--- src/design/atwrc_params.svh ---
/*
 * Constants of the two-wire converter readout control: timing counts,
 * frame positions and filter sizing.
 * Assumes a 50 MHz system clock; included by its bare name.
 */
// Functional notes
// - Digital power-on reset always runs a self-calibration before any results.
// - Internal oscillator, 2.4576 or 2.2528 MHz, divided down for timing.
// - Fourth_order_sinc_filter filter cleared after each conversion in single mode only.
// - Output rate fixed per variant: 120 sps fast, 13.75 sps slow.
// - Ready/data idles high, goes low with new result until clocked.
// - Each of the first 16 serial clock rising edges presents the next result bit.
// - Result is 16-bit two's complement, shifted most significant bit first.
// - Last data bit holds; a 25th pulse returns the line high.
// - Unread result is overwritten by the next conversion.
// - Falling edge of a 26th pulse starts a self-calibration.
// - End of commanded calibration is shown by ready falling.
// - Serial clock held high after ready low puts device to sleep.
// - Entering sleep drives ready/data high.
// - Serial clock low in sleep wakes, converts, then signals ready.
// - 26th pulse held high sleeps; on wake calibrate, then signal ready.
// - Active external clock stops the internal oscillator and takes over.
`ifndef ATWRC_PARAMS_SVH
`define ATWRC_PARAMS_SVH

`define ATWRC_SYS_MHZ        50
`define ATWRC_OSC_FAST_HZ    2457600
`define ATWRC_OSC_SLOW_HZ    2252800
// Output rates in milli-samples per second
`define ATWRC_RATE_FAST_MSPS 120000
`define ATWRC_RATE_SLOW_MSPS 13750
`define ATWRC_CONV_CYC_FAST  int'(64'd50000000000 / 64'd120000)
`define ATWRC_CONV_CYC_SLOW  int'(64'd50000000000 / 64'd13750)
`define ATWRC_OSC_CONV_FAST  int'(64'd2457600000 / 64'd120000)
`define ATWRC_OSC_CONV_SLOW  int'(64'd2252800000 / 64'd13750)
`define ATWRC_DECIM          64
`define ATWRC_DATA_BITS      16
`define ATWRC_IDLE_PULSE     25
`define ATWRC_CAL_PULSE      26
`define ATWRC_SLEEP_HOLD_NS  50000
`define ATWRC_SLEEP_HOLD_CYC \
    ((`ATWRC_SLEEP_HOLD_NS * `ATWRC_SYS_MHZ + 999) / 1000)
`define ATWRC_EXT_TO_NS      2000
`define ATWRC_EXT_TO_CYC     ((`ATWRC_EXT_TO_NS * `ATWRC_SYS_MHZ) / 1000)

`endif

--- src/design/atwrc_pkg.sv ---
/*
 * Types of the two-wire converter readout control.
 * Assumes nothing; used by scoped name only.
 */
package atwrc_pkg;

    typedef enum logic [1:0] {
        ST_CAL,
        ST_RUN,
        ST_SLEEP
    } atwrc_state_e;

    // Filtered pin level with its one-cycle edge pulses
    typedef struct packed {
        logic level;
        logic rise;
        logic fall;
    } atwrc_link_s;

endpackage

--- src/design/atwrc_sync.sv ---
/*
 * Three-stage pin synchroniser with agreement filter and edge pulses.
 * Assumes an asynchronous pin; output is on sys_clk.
 */
`timescale 1ns/1ps
`default_nettype none

module atwrc_sync #(
    parameter bit INIT = 1'b0
) (
    // System
    input  wire logic                  sys_clk,
    input  wire logic                  arst_n,
    // Pin and result
    input  wire logic                  pin,
    output var  atwrc_pkg::atwrc_link_s link
);

    logic [2:0] sh;

    always_ff @(posedge sys_clk or negedge arst_n) begin
        if (!arst_n) begin
            sh <= {3{INIT}};
        end else begin
            sh <= {sh[1:0], pin};
        end
    end

    // A change counts only once the second and third stages agree
    always_ff @(posedge sys_clk or negedge arst_n) begin
        if (!arst_n) begin
            link <= '{level: INIT, rise: 1'b0, fall: 1'b0};
        end else if (sh[1] == sh[2] && sh[2] != link.level) begin
            link <= '{level: sh[2], rise: sh[2], fall: !sh[2]};
        end else begin
            link.rise <= 1'b0;
            link.fall <= 1'b0;
        end
    end

endmodule

`default_nettype wire

--- src/design/atwrc_ctrl.sv ---
/*
 * Control and serial readout of a two-wire delta-sigma converter:
 * conversion timebase, fourth_order_sinc_filter decimation, ready/data framing, calibration
 * and sleep. Assumes sclk and ext_clk are asynchronous pins, mod_bit comes
 * from the modulator on sys_clk, and arst_n is the digital power-on reset.
 */
`timescale 1ns/1ps
`default_nettype none
`include "atwrc_params.svh"

module atwrc_ctrl #(
    parameter bit FAST_VARIANT = 1'b1,
    parameter int CONV_CYCLES  = FAST_VARIANT ? `ATWRC_CONV_CYC_FAST
                                              : `ATWRC_CONV_CYC_SLOW,
    parameter int OSC_PER_CONV = FAST_VARIANT ? `ATWRC_OSC_CONV_FAST
                                              : `ATWRC_OSC_CONV_SLOW,
    parameter int DECIM        = `ATWRC_DECIM
) (
    // System
    input  wire logic sys_clk,
    input  wire logic arst_n,
    // Two-wire link
    input  wire logic sclk,
    output var  logic rdy_dout,
    // Clock source
    input  wire logic ext_clk,
    output var  logic osc_en,
    // Modulator stream
    input  wire logic mod_bit,
    // Status
    output var  logic sleeping,
    output var  logic cal_busy
);

    // ------------------------------------------------------------------
    // Sizing
    // ------------------------------------------------------------------
    localparam int DB       = `ATWRC_DATA_BITS;
    localparam int LD       = $clog2(DECIM);
    localparam int IW       = 4 * LD + 2;
    localparam int TICK_CYC = CONV_CYCLES / DECIM;
    localparam int OSC_DIV  = OSC_PER_CONV / DECIM;
    localparam int HOLD     = `ATWRC_SLEEP_HOLD_CYC;
    localparam int EXT_TO   = `ATWRC_EXT_TO_CYC;
    localparam int TW       = $clog2(TICK_CYC);
    localparam int OW       = $clog2(OSC_DIV);
    localparam int HW       = $clog2(HOLD + 1);
    localparam int EW       = $clog2(EXT_TO + 1);
    localparam logic [4:0] IDLE_P = 5'(`ATWRC_IDLE_PULSE);
    localparam logic [4:0] CAL_P  = 5'(`ATWRC_CAL_PULSE);

    if (DECIM < 2 || (DECIM & (DECIM - 1)) != 0 || 4 * LD + 1 < DB ||
        TICK_CYC < 2 || OSC_DIV < 2) begin : g_bad_param
        $error("atwrc_ctrl: unusable decimation or timebase parameters");
    end

    atwrc_pkg::atwrc_link_s  sclk_l;
    atwrc_pkg::atwrc_link_s  ext_l;
    atwrc_pkg::atwrc_state_e state;

    logic [TW-1:0]        int_div;
    logic [OW-1:0]        ext_div;
    logic [EW-1:0]        ext_to;
    logic                 ext_active;
    logic [LD-1:0]        dec_cnt;
    logic                 tick;
    logic                 conv_end;
    logic signed [IW-1:0] integ [4];
    logic signed [IW-1:0] dly   [4];
    logic signed [IW-1:0] comb  [5];
    logic [DB-1:0]        result;
    logic [DB-1:0]        data_q;
    logic [4:0]           pulse_cnt;
    logic                 frame_open;
    logic [HW-1:0]        hold_cnt;
    logic                 single_mode;
    logic                 cal_wake;
    logic                 first_done;
    logic                 sleep_go;
    logic                 cal_go;
    logic                 cal_end;
    logic                 wake;
    logic                 accept;

    atwrc_sync #(.INIT(1'b0)) u_sclk_sync (
        .sys_clk (sys_clk),
        .arst_n  (arst_n),
        .pin     (sclk),
        .link    (sclk_l)
    );

    atwrc_sync #(.INIT(1'b0)) u_ext_sync (
        .sys_clk (sys_clk),
        .arst_n  (arst_n),
        .pin     (ext_clk),
        .link    (ext_l)
    );

    // ------------------------------------------------------------------
    // Timebase
    // ------------------------------------------------------------------
    // Internal divider stands in for the trimmed oscillator; an external
    // clock counts its own edges instead, so the rate follows that clock.
    assign tick = ext_active ? (ext_l.rise && ext_div == OW'(OSC_DIV - 1))
                             : (int_div == TW'(TICK_CYC - 1));
    assign conv_end = tick && dec_cnt == LD'(DECIM - 1);

    always_ff @(posedge sys_clk or negedge arst_n) begin
        if (!arst_n) begin
            ext_to     <= '0;
            ext_active <= 1'b0;
            osc_en     <= 1'b1;
        end else begin
            ext_to     <= ext_l.rise ? EW'(EXT_TO)
                        : (ext_to != '0 ? ext_to - 1'b1 : ext_to);
            ext_active <= ext_to != '0;
            osc_en     <= !ext_active;
        end
    end

    always_ff @(posedge sys_clk or negedge arst_n) begin
        if (!arst_n) begin
            int_div <= '0;
            ext_div <= '0;
            dec_cnt <= '0;
        end else if (state == atwrc_pkg::ST_SLEEP) begin
            int_div <= '0;
            ext_div <= '0;
            dec_cnt <= '0;
        end else begin
            int_div <= (int_div == TW'(TICK_CYC - 1)) ? '0 : int_div + 1'b1;
            if (ext_l.rise) begin
                ext_div <= (ext_div == OW'(OSC_DIV - 1)) ? '0
                                                         : ext_div + 1'b1;
            end
            if (tick) begin
                dec_cnt <= dec_cnt + 1'b1;
            end
        end
    end

    // ------------------------------------------------------------------
    // Fourth_order_sinc_filter decimator
    // ------------------------------------------------------------------
    // Full scale of +2^(4*LD) wraps; accepted, the modulator never holds
    // one level for a whole conversion window.
    always_comb begin
        comb[0] = integ[3];
        for (int k = 0; k < 4; k++) begin
            comb[k+1] = comb[k] - dly[k];
        end
    end
    assign result = comb[4][4*LD -: DB];

    always_ff @(posedge sys_clk or negedge arst_n) begin
        if (!arst_n) begin
            for (int k = 0; k < 4; k++) begin
                integ[k] <= '0;
                dly[k]   <= '0;
            end
        end else if (state == atwrc_pkg::ST_SLEEP ||
                     (conv_end && single_mode)) begin
            for (int k = 0; k < 4; k++) begin
                integ[k] <= '0;
                dly[k]   <= '0;
            end
        end else if (tick) begin
            integ[0] <= integ[0] + (mod_bit ? IW'(1) : -IW'(1));
            for (int k = 1; k < 4; k++) begin
                integ[k] <= integ[k] + integ[k-1];
            end
            if (conv_end) begin
                for (int k = 0; k < 4; k++) begin
                    dly[k] <= comb[k];
                end
            end
        end
    end

    // ------------------------------------------------------------------
    // Mode control
    // ------------------------------------------------------------------
    assign sleep_go = state == atwrc_pkg::ST_RUN && frame_open &&
                      sclk_l.level && hold_cnt == HW'(HOLD - 1);
    assign cal_go   = state == atwrc_pkg::ST_RUN && sclk_l.fall &&
                      pulse_cnt == CAL_P;
    assign wake     = state == atwrc_pkg::ST_SLEEP && sclk_l.fall;
    assign cal_end  = state == atwrc_pkg::ST_CAL && conv_end;
    assign accept   = state == atwrc_pkg::ST_RUN && conv_end &&
                      !sleep_go && !cal_go &&
                      (pulse_cnt == '0 || pulse_cnt == IDLE_P);

    always_ff @(posedge sys_clk or negedge arst_n) begin
        if (!arst_n) begin
            hold_cnt <= '0;
        end else if (!sclk_l.level) begin
            hold_cnt <= '0;
        end else if (hold_cnt != HW'(HOLD)) begin
            hold_cnt <= hold_cnt + 1'b1;
        end
    end

    // Power-on reset lands in calibration; the first conversion window is
    // spent calibrating, so no result can precede it.
    always_ff @(posedge sys_clk or negedge arst_n) begin
        if (!arst_n) begin
            state       <= atwrc_pkg::ST_CAL;
            cal_busy    <= 1'b1;
            sleeping    <= 1'b0;
            single_mode <= 1'b0;
            cal_wake    <= 1'b0;
            first_done  <= 1'b0;
        end else begin
            unique case (state)
                atwrc_pkg::ST_CAL: begin
                    if (cal_end) begin
                        state      <= atwrc_pkg::ST_RUN;
                        cal_busy   <= 1'b0;
                        first_done <= 1'b1;
                    end
                end
                atwrc_pkg::ST_RUN: begin
                    if (sleep_go) begin
                        state       <= atwrc_pkg::ST_SLEEP;
                        sleeping    <= 1'b1;
                        single_mode <= 1'b1;
                        cal_wake    <= pulse_cnt == CAL_P;
                    end else if (cal_go) begin
                        state    <= atwrc_pkg::ST_CAL;
                        cal_busy <= 1'b1;
                    end
                end
                atwrc_pkg::ST_SLEEP: begin
                    if (wake) begin
                        state    <= cal_wake ? atwrc_pkg::ST_CAL
                                             : atwrc_pkg::ST_RUN;
                        cal_busy <= cal_wake;
                        sleeping <= 1'b0;
                    end
                end
            endcase
        end
    end

    // ------------------------------------------------------------------
    // Ready/data framing
    // ------------------------------------------------------------------
    // A result arriving mid-read is discarded; the next one overwrites an unread
    // result. A rising edge in the accept cycle is dropped.
    always_ff @(posedge sys_clk or negedge arst_n) begin
        if (!arst_n) begin
            rdy_dout   <= 1'b1;
            pulse_cnt  <= '0;
            frame_open <= 1'b0;
            data_q     <= '0;
        end else if (state != atwrc_pkg::ST_RUN || sleep_go || cal_go) begin
            rdy_dout   <= 1'b1;
            pulse_cnt  <= '0;
            frame_open <= 1'b0;
        end else if (accept) begin
            data_q     <= result;
            rdy_dout   <= 1'b0;
            pulse_cnt  <= '0;
            frame_open <= 1'b1;
        end else if (sclk_l.rise && frame_open && pulse_cnt != CAL_P) begin
            pulse_cnt <= pulse_cnt + 1'b1;
            if (pulse_cnt < 5'(DB)) begin
                rdy_dout <= data_q[4'(DB - 1) - pulse_cnt[3:0]];
            end else if (pulse_cnt == IDLE_P - 5'h01) begin
                rdy_dout <= 1'b1;
            end
        end
    end

    // ------------------------------------------------------------------
    // Checks
    // ------------------------------------------------------------------
    property p_por_cal;
        @(posedge sys_clk) disable iff (!arst_n)
        !first_done |-> rdy_dout && state != atwrc_pkg::ST_SLEEP;
    endproperty
    a_por_cal: assert property (p_por_cal)
        else $error("result offered before power-on calibration ended");

    property p_ready_low;
        @(posedge sys_clk) disable iff (!arst_n)
        accept |=> !rdy_dout && frame_open && pulse_cnt == '0;
    endproperty
    a_ready_low: assert property (p_ready_low)
        else $error("ready not low after accepted result");

    property p_shift_bit;
        @(posedge sys_clk) disable iff (!arst_n)
        (state == atwrc_pkg::ST_RUN && !sleep_go && !cal_go && !accept &&
         sclk_l.rise && frame_open && pulse_cnt < 5'(DB))
        |=> rdy_dout == data_q[4'(DB - 1) - $past(pulse_cnt[3:0])];
    endproperty
    a_shift_bit: assert property (p_shift_bit)
        else $error("wrong data bit on ready/data");

    property p_idle_pulse;
        @(posedge sys_clk) disable iff (!arst_n)
        (state == atwrc_pkg::ST_RUN && !accept && sclk_l.rise &&
         frame_open && pulse_cnt == IDLE_P - 5'h01)
        |=> rdy_dout && pulse_cnt == IDLE_P;
    endproperty
    a_idle_pulse: assert property (p_idle_pulse)
        else $error("25th pulse did not return line high");

    property p_cal_26;
        @(posedge sys_clk) disable iff (!arst_n)
        cal_go |=> state == atwrc_pkg::ST_CAL && cal_busy && rdy_dout;
    endproperty
    a_cal_26: assert property (p_cal_26)
        else $error("26th falling edge did not start calibration");

    property p_sleep_high;
        @(posedge sys_clk) disable iff (!arst_n)
        (state == atwrc_pkg::ST_SLEEP && $past(state) != atwrc_pkg::ST_SLEEP)
        |-> rdy_dout && sleeping;
    endproperty
    a_sleep_high: assert property (p_sleep_high)
        else $error("sleep entered with ready/data low");

    property p_hold_sleep;
        @(posedge sys_clk) disable iff (!arst_n)
        (state == atwrc_pkg::ST_RUN && frame_open && sclk_l.level &&
         hold_cnt == HW'(HOLD - 1))
        |=> state == atwrc_pkg::ST_SLEEP && sleeping && rdy_dout;
    endproperty
    a_hold_sleep: assert property (p_hold_sleep)
        else $error("held serial clock did not cause sleep");

    property p_wake;
        @(posedge sys_clk) disable iff (!arst_n)
        wake |=> state == ($past(cal_wake) ? atwrc_pkg::ST_CAL
                                           : atwrc_pkg::ST_RUN);
    endproperty
    a_wake: assert property (p_wake)
        else $error("wake went to the wrong mode");

    property p_ext_osc;
        @(posedge sys_clk) disable iff (!arst_n)
        ext_l.rise |-> ##3 !osc_en;
    endproperty
    a_ext_osc: assert property (p_ext_osc)
        else $error("oscillator left on under external clock");

    property p_single_clear;
        @(posedge sys_clk) disable iff (!arst_n)
        (conv_end && single_mode) |=> integ[3] == '0 && dly[0] == '0;
    endproperty
    a_single_clear: assert property (p_single_clear)
        else $error("filter not cleared in single mode");

endmodule

`default_nettype wire

--- config.mk ---
export PLATFORM = sky130hd
export DESIGN_NAME = atwrc_ctrl
export DESIGN_NICKNAME = d
export VERILOG_FILES = /design/src/design/atwrc_pkg.sv /design/src/design/atwrc_sync.sv /design/src/design/atwrc_ctrl.sv
export VERILOG_INCLUDE_DIRS = /design/src /design/src/design
export SDC_FILE = /design/constraint.sdc
export NUM_CORES = 1
export LEC_CHECK = 0
export ABC_AREA = 1
export BUFFER_PORTS_ARGS = -buffer_cell sky130_fd_sc_hd__buf_2
export CAP_MARGIN = 20
export CORE_MARGIN = 1
export CORE_UTILIZATION = 65
export CTS_BUF_LIST = sky130_fd_sc_hd__clkbuf_4 sky130_fd_sc_hd__clkbuf_8
export CTS_CLUSTER_DIAMETER = 120
export DETAILED_ROUTE_END_ITERATION = 8
export PLACE_DENSITY = 0.81
export SYNTH_ARGS = -nofsm -noshare
export SYNTH_HDL_FRONTEND = slang
export SYNTH_SLANG_ARGS = --single-unit
--- constraint.sdc ---
create_clock -name sys_clk -period 7.5 [get_ports sys_clk]
set_clock_uncertainty 0.1 [all_clocks]
set_input_delay 0.375 -clock sys_clk [delete_from_list [all_inputs] [get_ports sys_clk]]
set_output_delay 0.375 -clock sys_clk [all_outputs]
set_load 0.05 [all_outputs]
==> results.py <==
metrics = {
    "clock_network": {
        "cts_tree": "done",
        "cts_buffers": 52,
        "cts.sinks": 289,
        "clk_pin_slew_worst_paths_ns": 0.06,
        "cts.path.max_buffers": 3,
        "clk_latency_ns": 0.62,
        "htree_levels": 2,
        "cts-root-buf": "clkbuf_8",
    },
    "job": {
        "max_cap_viol_count": 0,
    },
    "finish": {
        "diodes": 0,
        "final_core_util_pct": 71.6,
        "nNetsFinal": 3036,
        "final_area_sq_mm": 0.0229,
        "layout-drive-gt1-share_pct": 6.55,
        "nFillCells": 2583,
        "area_delta_synth_final_pct": 7.16,
    },
    "timing": {
        "finalMaxSlewViolations": 0,
        "setup_tns_ns": 0,
        "post-route-min-period_ns": 6.62,
        "max_freq_mhz": 151,
        "relSlewSlack_pct": 31.5,
        "period_share_pct": 88.3,
        "setup_viol": 0,
        "hold_viol": 0,
        "fin_ws_ns": 0.875,
        "tightest_slew_ns": 1.03,
        "rsz0062_at_grt": "false",
        "holdWs_ns": 0.146,
    },
    "status": {
        "outcome": "completed",
    },
    "setup_path": {
        "startpoint_type": "flip-flop",
        "endpoint_kind": "flip-flop",
        "critPathTopFamily": "compound AO/OA/AOI/OAI gates",
        "crit_top_cell": "o21ai_0",
        "slowest_delay_ns": 0.40,
        "critical_path_class": "flip-flop to flip-flop",
        "cp_max_fo": 5,
        "slowest_stage": "dfrtp_1",
        "cp.arrival_ns": 7.03,
        "required_ns": 7.91,
        "critPathBufInv": 2,
    },
    "routing": {
        "drt-initial-drc-count": 1236,
        "vias": 19000,
        "via_per_inst": 5.78,
        "wire_per_inst_um": 15.7,
        "antenna_left": 0,
        "drt_first_pass_iters": 8,
        "drc_errors": 0,
        "routed_wl_mm": 51.6,
    },
    "power": {
        "power_leakage_nw": 11.6,
        "switchingPower_uw": 830,
        "internal-power_mw": 2.54,
        "ir_drop_v": 0.000132,
        "clkPwrFrac_pct": 46.6,
        "combinationalPowerShare_pct": 5.2,
        "pwr-share-seq_pct": 48.2,
        "power_density_mw_per_mm2": 147,
        "swShare_pct": 24.6,
    },
    "placement": {
        "gp_congestion": 0.979,
        "pre_cts_ws_ns": 0.994,
        "placed_area_sq_mm": 0.0217,
        "portBuffers": 8,
        "hpwl_mm": 38.3,
    },
    "synthesis": {
        "synth_area_sq_mm": 0.0213,
        "synth_top_cells_by_count": "nand2_1 (559), inv_1 (367), dfrtp_1 (286), a21oi_1 (244), o21ai_0 (227)",
        "synth_cells": 2798,
        "async_flop_share_pct": 100,
        "ys_warn_count": 0,
        "synth_flop_cell": "dfrtp_1",
        "ys_types": 61,
        "synth_edf_count": 0,
        "ys_ff_latch": 289,
        "synth.largest_area_cell": "dfrtp_1",
        "syn_area_per_cell_sq_um": 7.63,
        "yosysMostFrequentCell": "nand2_1",
        "synth_top_area_share_pct": 33.5,
        "ys_seq_area_share_pct": 33.9,
        "netlist_top_cells_area": "dfrtp_1 (34%), ha_1 (12%), nand2_1 (9.8%), inv_1 (6.5%), a21oi_1 (5.7%)",
        "syn-num-nets": 3014,
    },
    "global_routing": {
        "grt_max_degree": 165,
        "grt_pass1_vias": 18700,
        "antenna_found_initial": 0,
        "grt_pass1_wl_mm": 87.3,
        "overflow": 0,
        "grt_usage_pct": 31.4,
    },
    "hold_path": {
        "min_path_type": "input port to flip-flop",
    },
    "die": {
        "die_area_sq_mm": 0.0336,
        "io_pins": 9,
        "start_util_pct": 66.8,
        "fp.dieW_um": 183,
        "die_h_um": 183,
        "core_area_sq_mm": 0.0320,
        "rows": 65,
    },
}
==> cell families after synthesis <==
logic type | after synthesis | synth area share, %
AOI/OAI and AO/OA | 706 | 19.2
xor gates and xnor gates | 143 | 5.87
adders and majority gates | 211 | 12.6
buffers and inverters | 432 | 7.97
DFF | 289 | 33.9
and+or+nand+nor | 1017 | 20.4
==> power by group through the flow <==
stage	logic, mW	registers [mW]	clock network (mW)
finish	0.177	1.62	1.57
global route	0.205	1.63	1.66
CTS	0.178	1.62	1.60
detailed placement	0.176	1.65	0
global placement	0.168	1.65	0
floorplan	0.117	1.64	0
==> cell type report <==
class	count	area, sq um	share of cell area [%]
Inverter	383	1440	6.29
Clock buffer	80	1000	4.38
Clock inverter	11	101	0.443
Multi-Input combinational cell	2077	12400	54.3
Timing Repair Buffer	17	138	0.602
Tap cell	435	544	2.38
Sequential cell	289	7240	31.6
==> state kept, by name (all words and copies together), names as in the netlist <==
name / cells
data_q: 16
comb: 25
frame_open: 1
integ: 75
state: 2
rdy_dout: 1
ext_active: 1
int_div: 13
cal_busy: 1
osc_en: 1
u_ext_sync.link: 2
u_sclk_sync.sh: 3
pulse_cnt: 5
single_mode: 1
dly: 100
ext_to: 7
u_sclk_sync.link: 3
cal_wake: 1
ext_div: 9
dec_cnt: 6
hold_cnt: 12
sleeping: 1
u_ext_sync.sh: 3
==> worst register-to-register path, delay by kind of cell, from the launching register on <==
kind                     cells  cell delay [ns]
AO/OA/AOI/OAI               13             2.20
AND/OR/NAND/NOR             10             1.64
adder cells (fa/ha/maj)      4             1.44
XOR/XNOR                     3             0.62
flip-flops                   1             0.40
buffers and inverters        2             0.14
==> cell usage in the layout, fill, tap and decap left out, types with 6 or more instances in the layout <==
cell type,n
a21oi_2,7
ha_1,204
nor4_1,20
o21ai_1,18
and3_1,7
dfrtp_1,286
clkinv_2,7
clkbuf_8,64
o22ai_1,44
o21bai_1,26
a211oi_1,9
nor3b_1,6
clkbuf_4,16
or2_2,6
nand4_1,29
inv_1,367
fa_1,7
o211ai_1,11
o31ai_1,21
a21o_1,10
buf_2,7
o21ai_2,23
xnor2_1,42
o21ai_0,227
nand2_2,8
nand2_1,559
nor3_1,55
inv_2,13
a22oi_1,7
xor2_1,101
o221ai_1,8
a21oi_1,244
o21a_1,13
nand3_1,117
a31oi_1,13
nor2_1,189
==> stage by stage <==
step,std cells,total power [mW]
after floorplan,2798,1.76
after global placement,3198,1.82
after detailed placement,3198,1.83
after CTS,3292,3.40
after global routing,3292,3.50
final,3292,3.37
==> worst paths after layout <==
check,cells after the start,from,to,slack [ns]
worst max-delay path,32,comb[108],data_q[15],0.88
worst min-delay path,3,mod_bit,integ[79],0.15
max in group asynchronous,3,arst_n,comb[109],5.51
worst max register to register,32,comb[108],data_q[15],0.88
worst min register to register,0,u_sclk_sync.sh[0],u_sclk_sync.sh[1],0.26
min in group asynchronous,2,arst_n,hold_cnt[10],0.37
==> routing by layer <==
| layer | up-vias | wire, um | global-route usage [%] |
|---|---|---|---|
| li1 | 9496 | - | - |
| met1 | 8918 | 22700 | 39.6 |
| met2 | 502 | 25100 | 55.6 |
| met3 | 124 | 2280 | 3.85 |
| met4 | 0 | 1530 | 11.0 |
| met5 | - | 0 | 0 |
==> timing repair <==
item | CTS | global route
gates resized for setup | 0 | 0
endpoints found under the hold margin | 124 | 0
buffers inserted | 0 | 0
hold buffers | 3 | 0
Note: power is estimated with default switching activity, not from simulation.
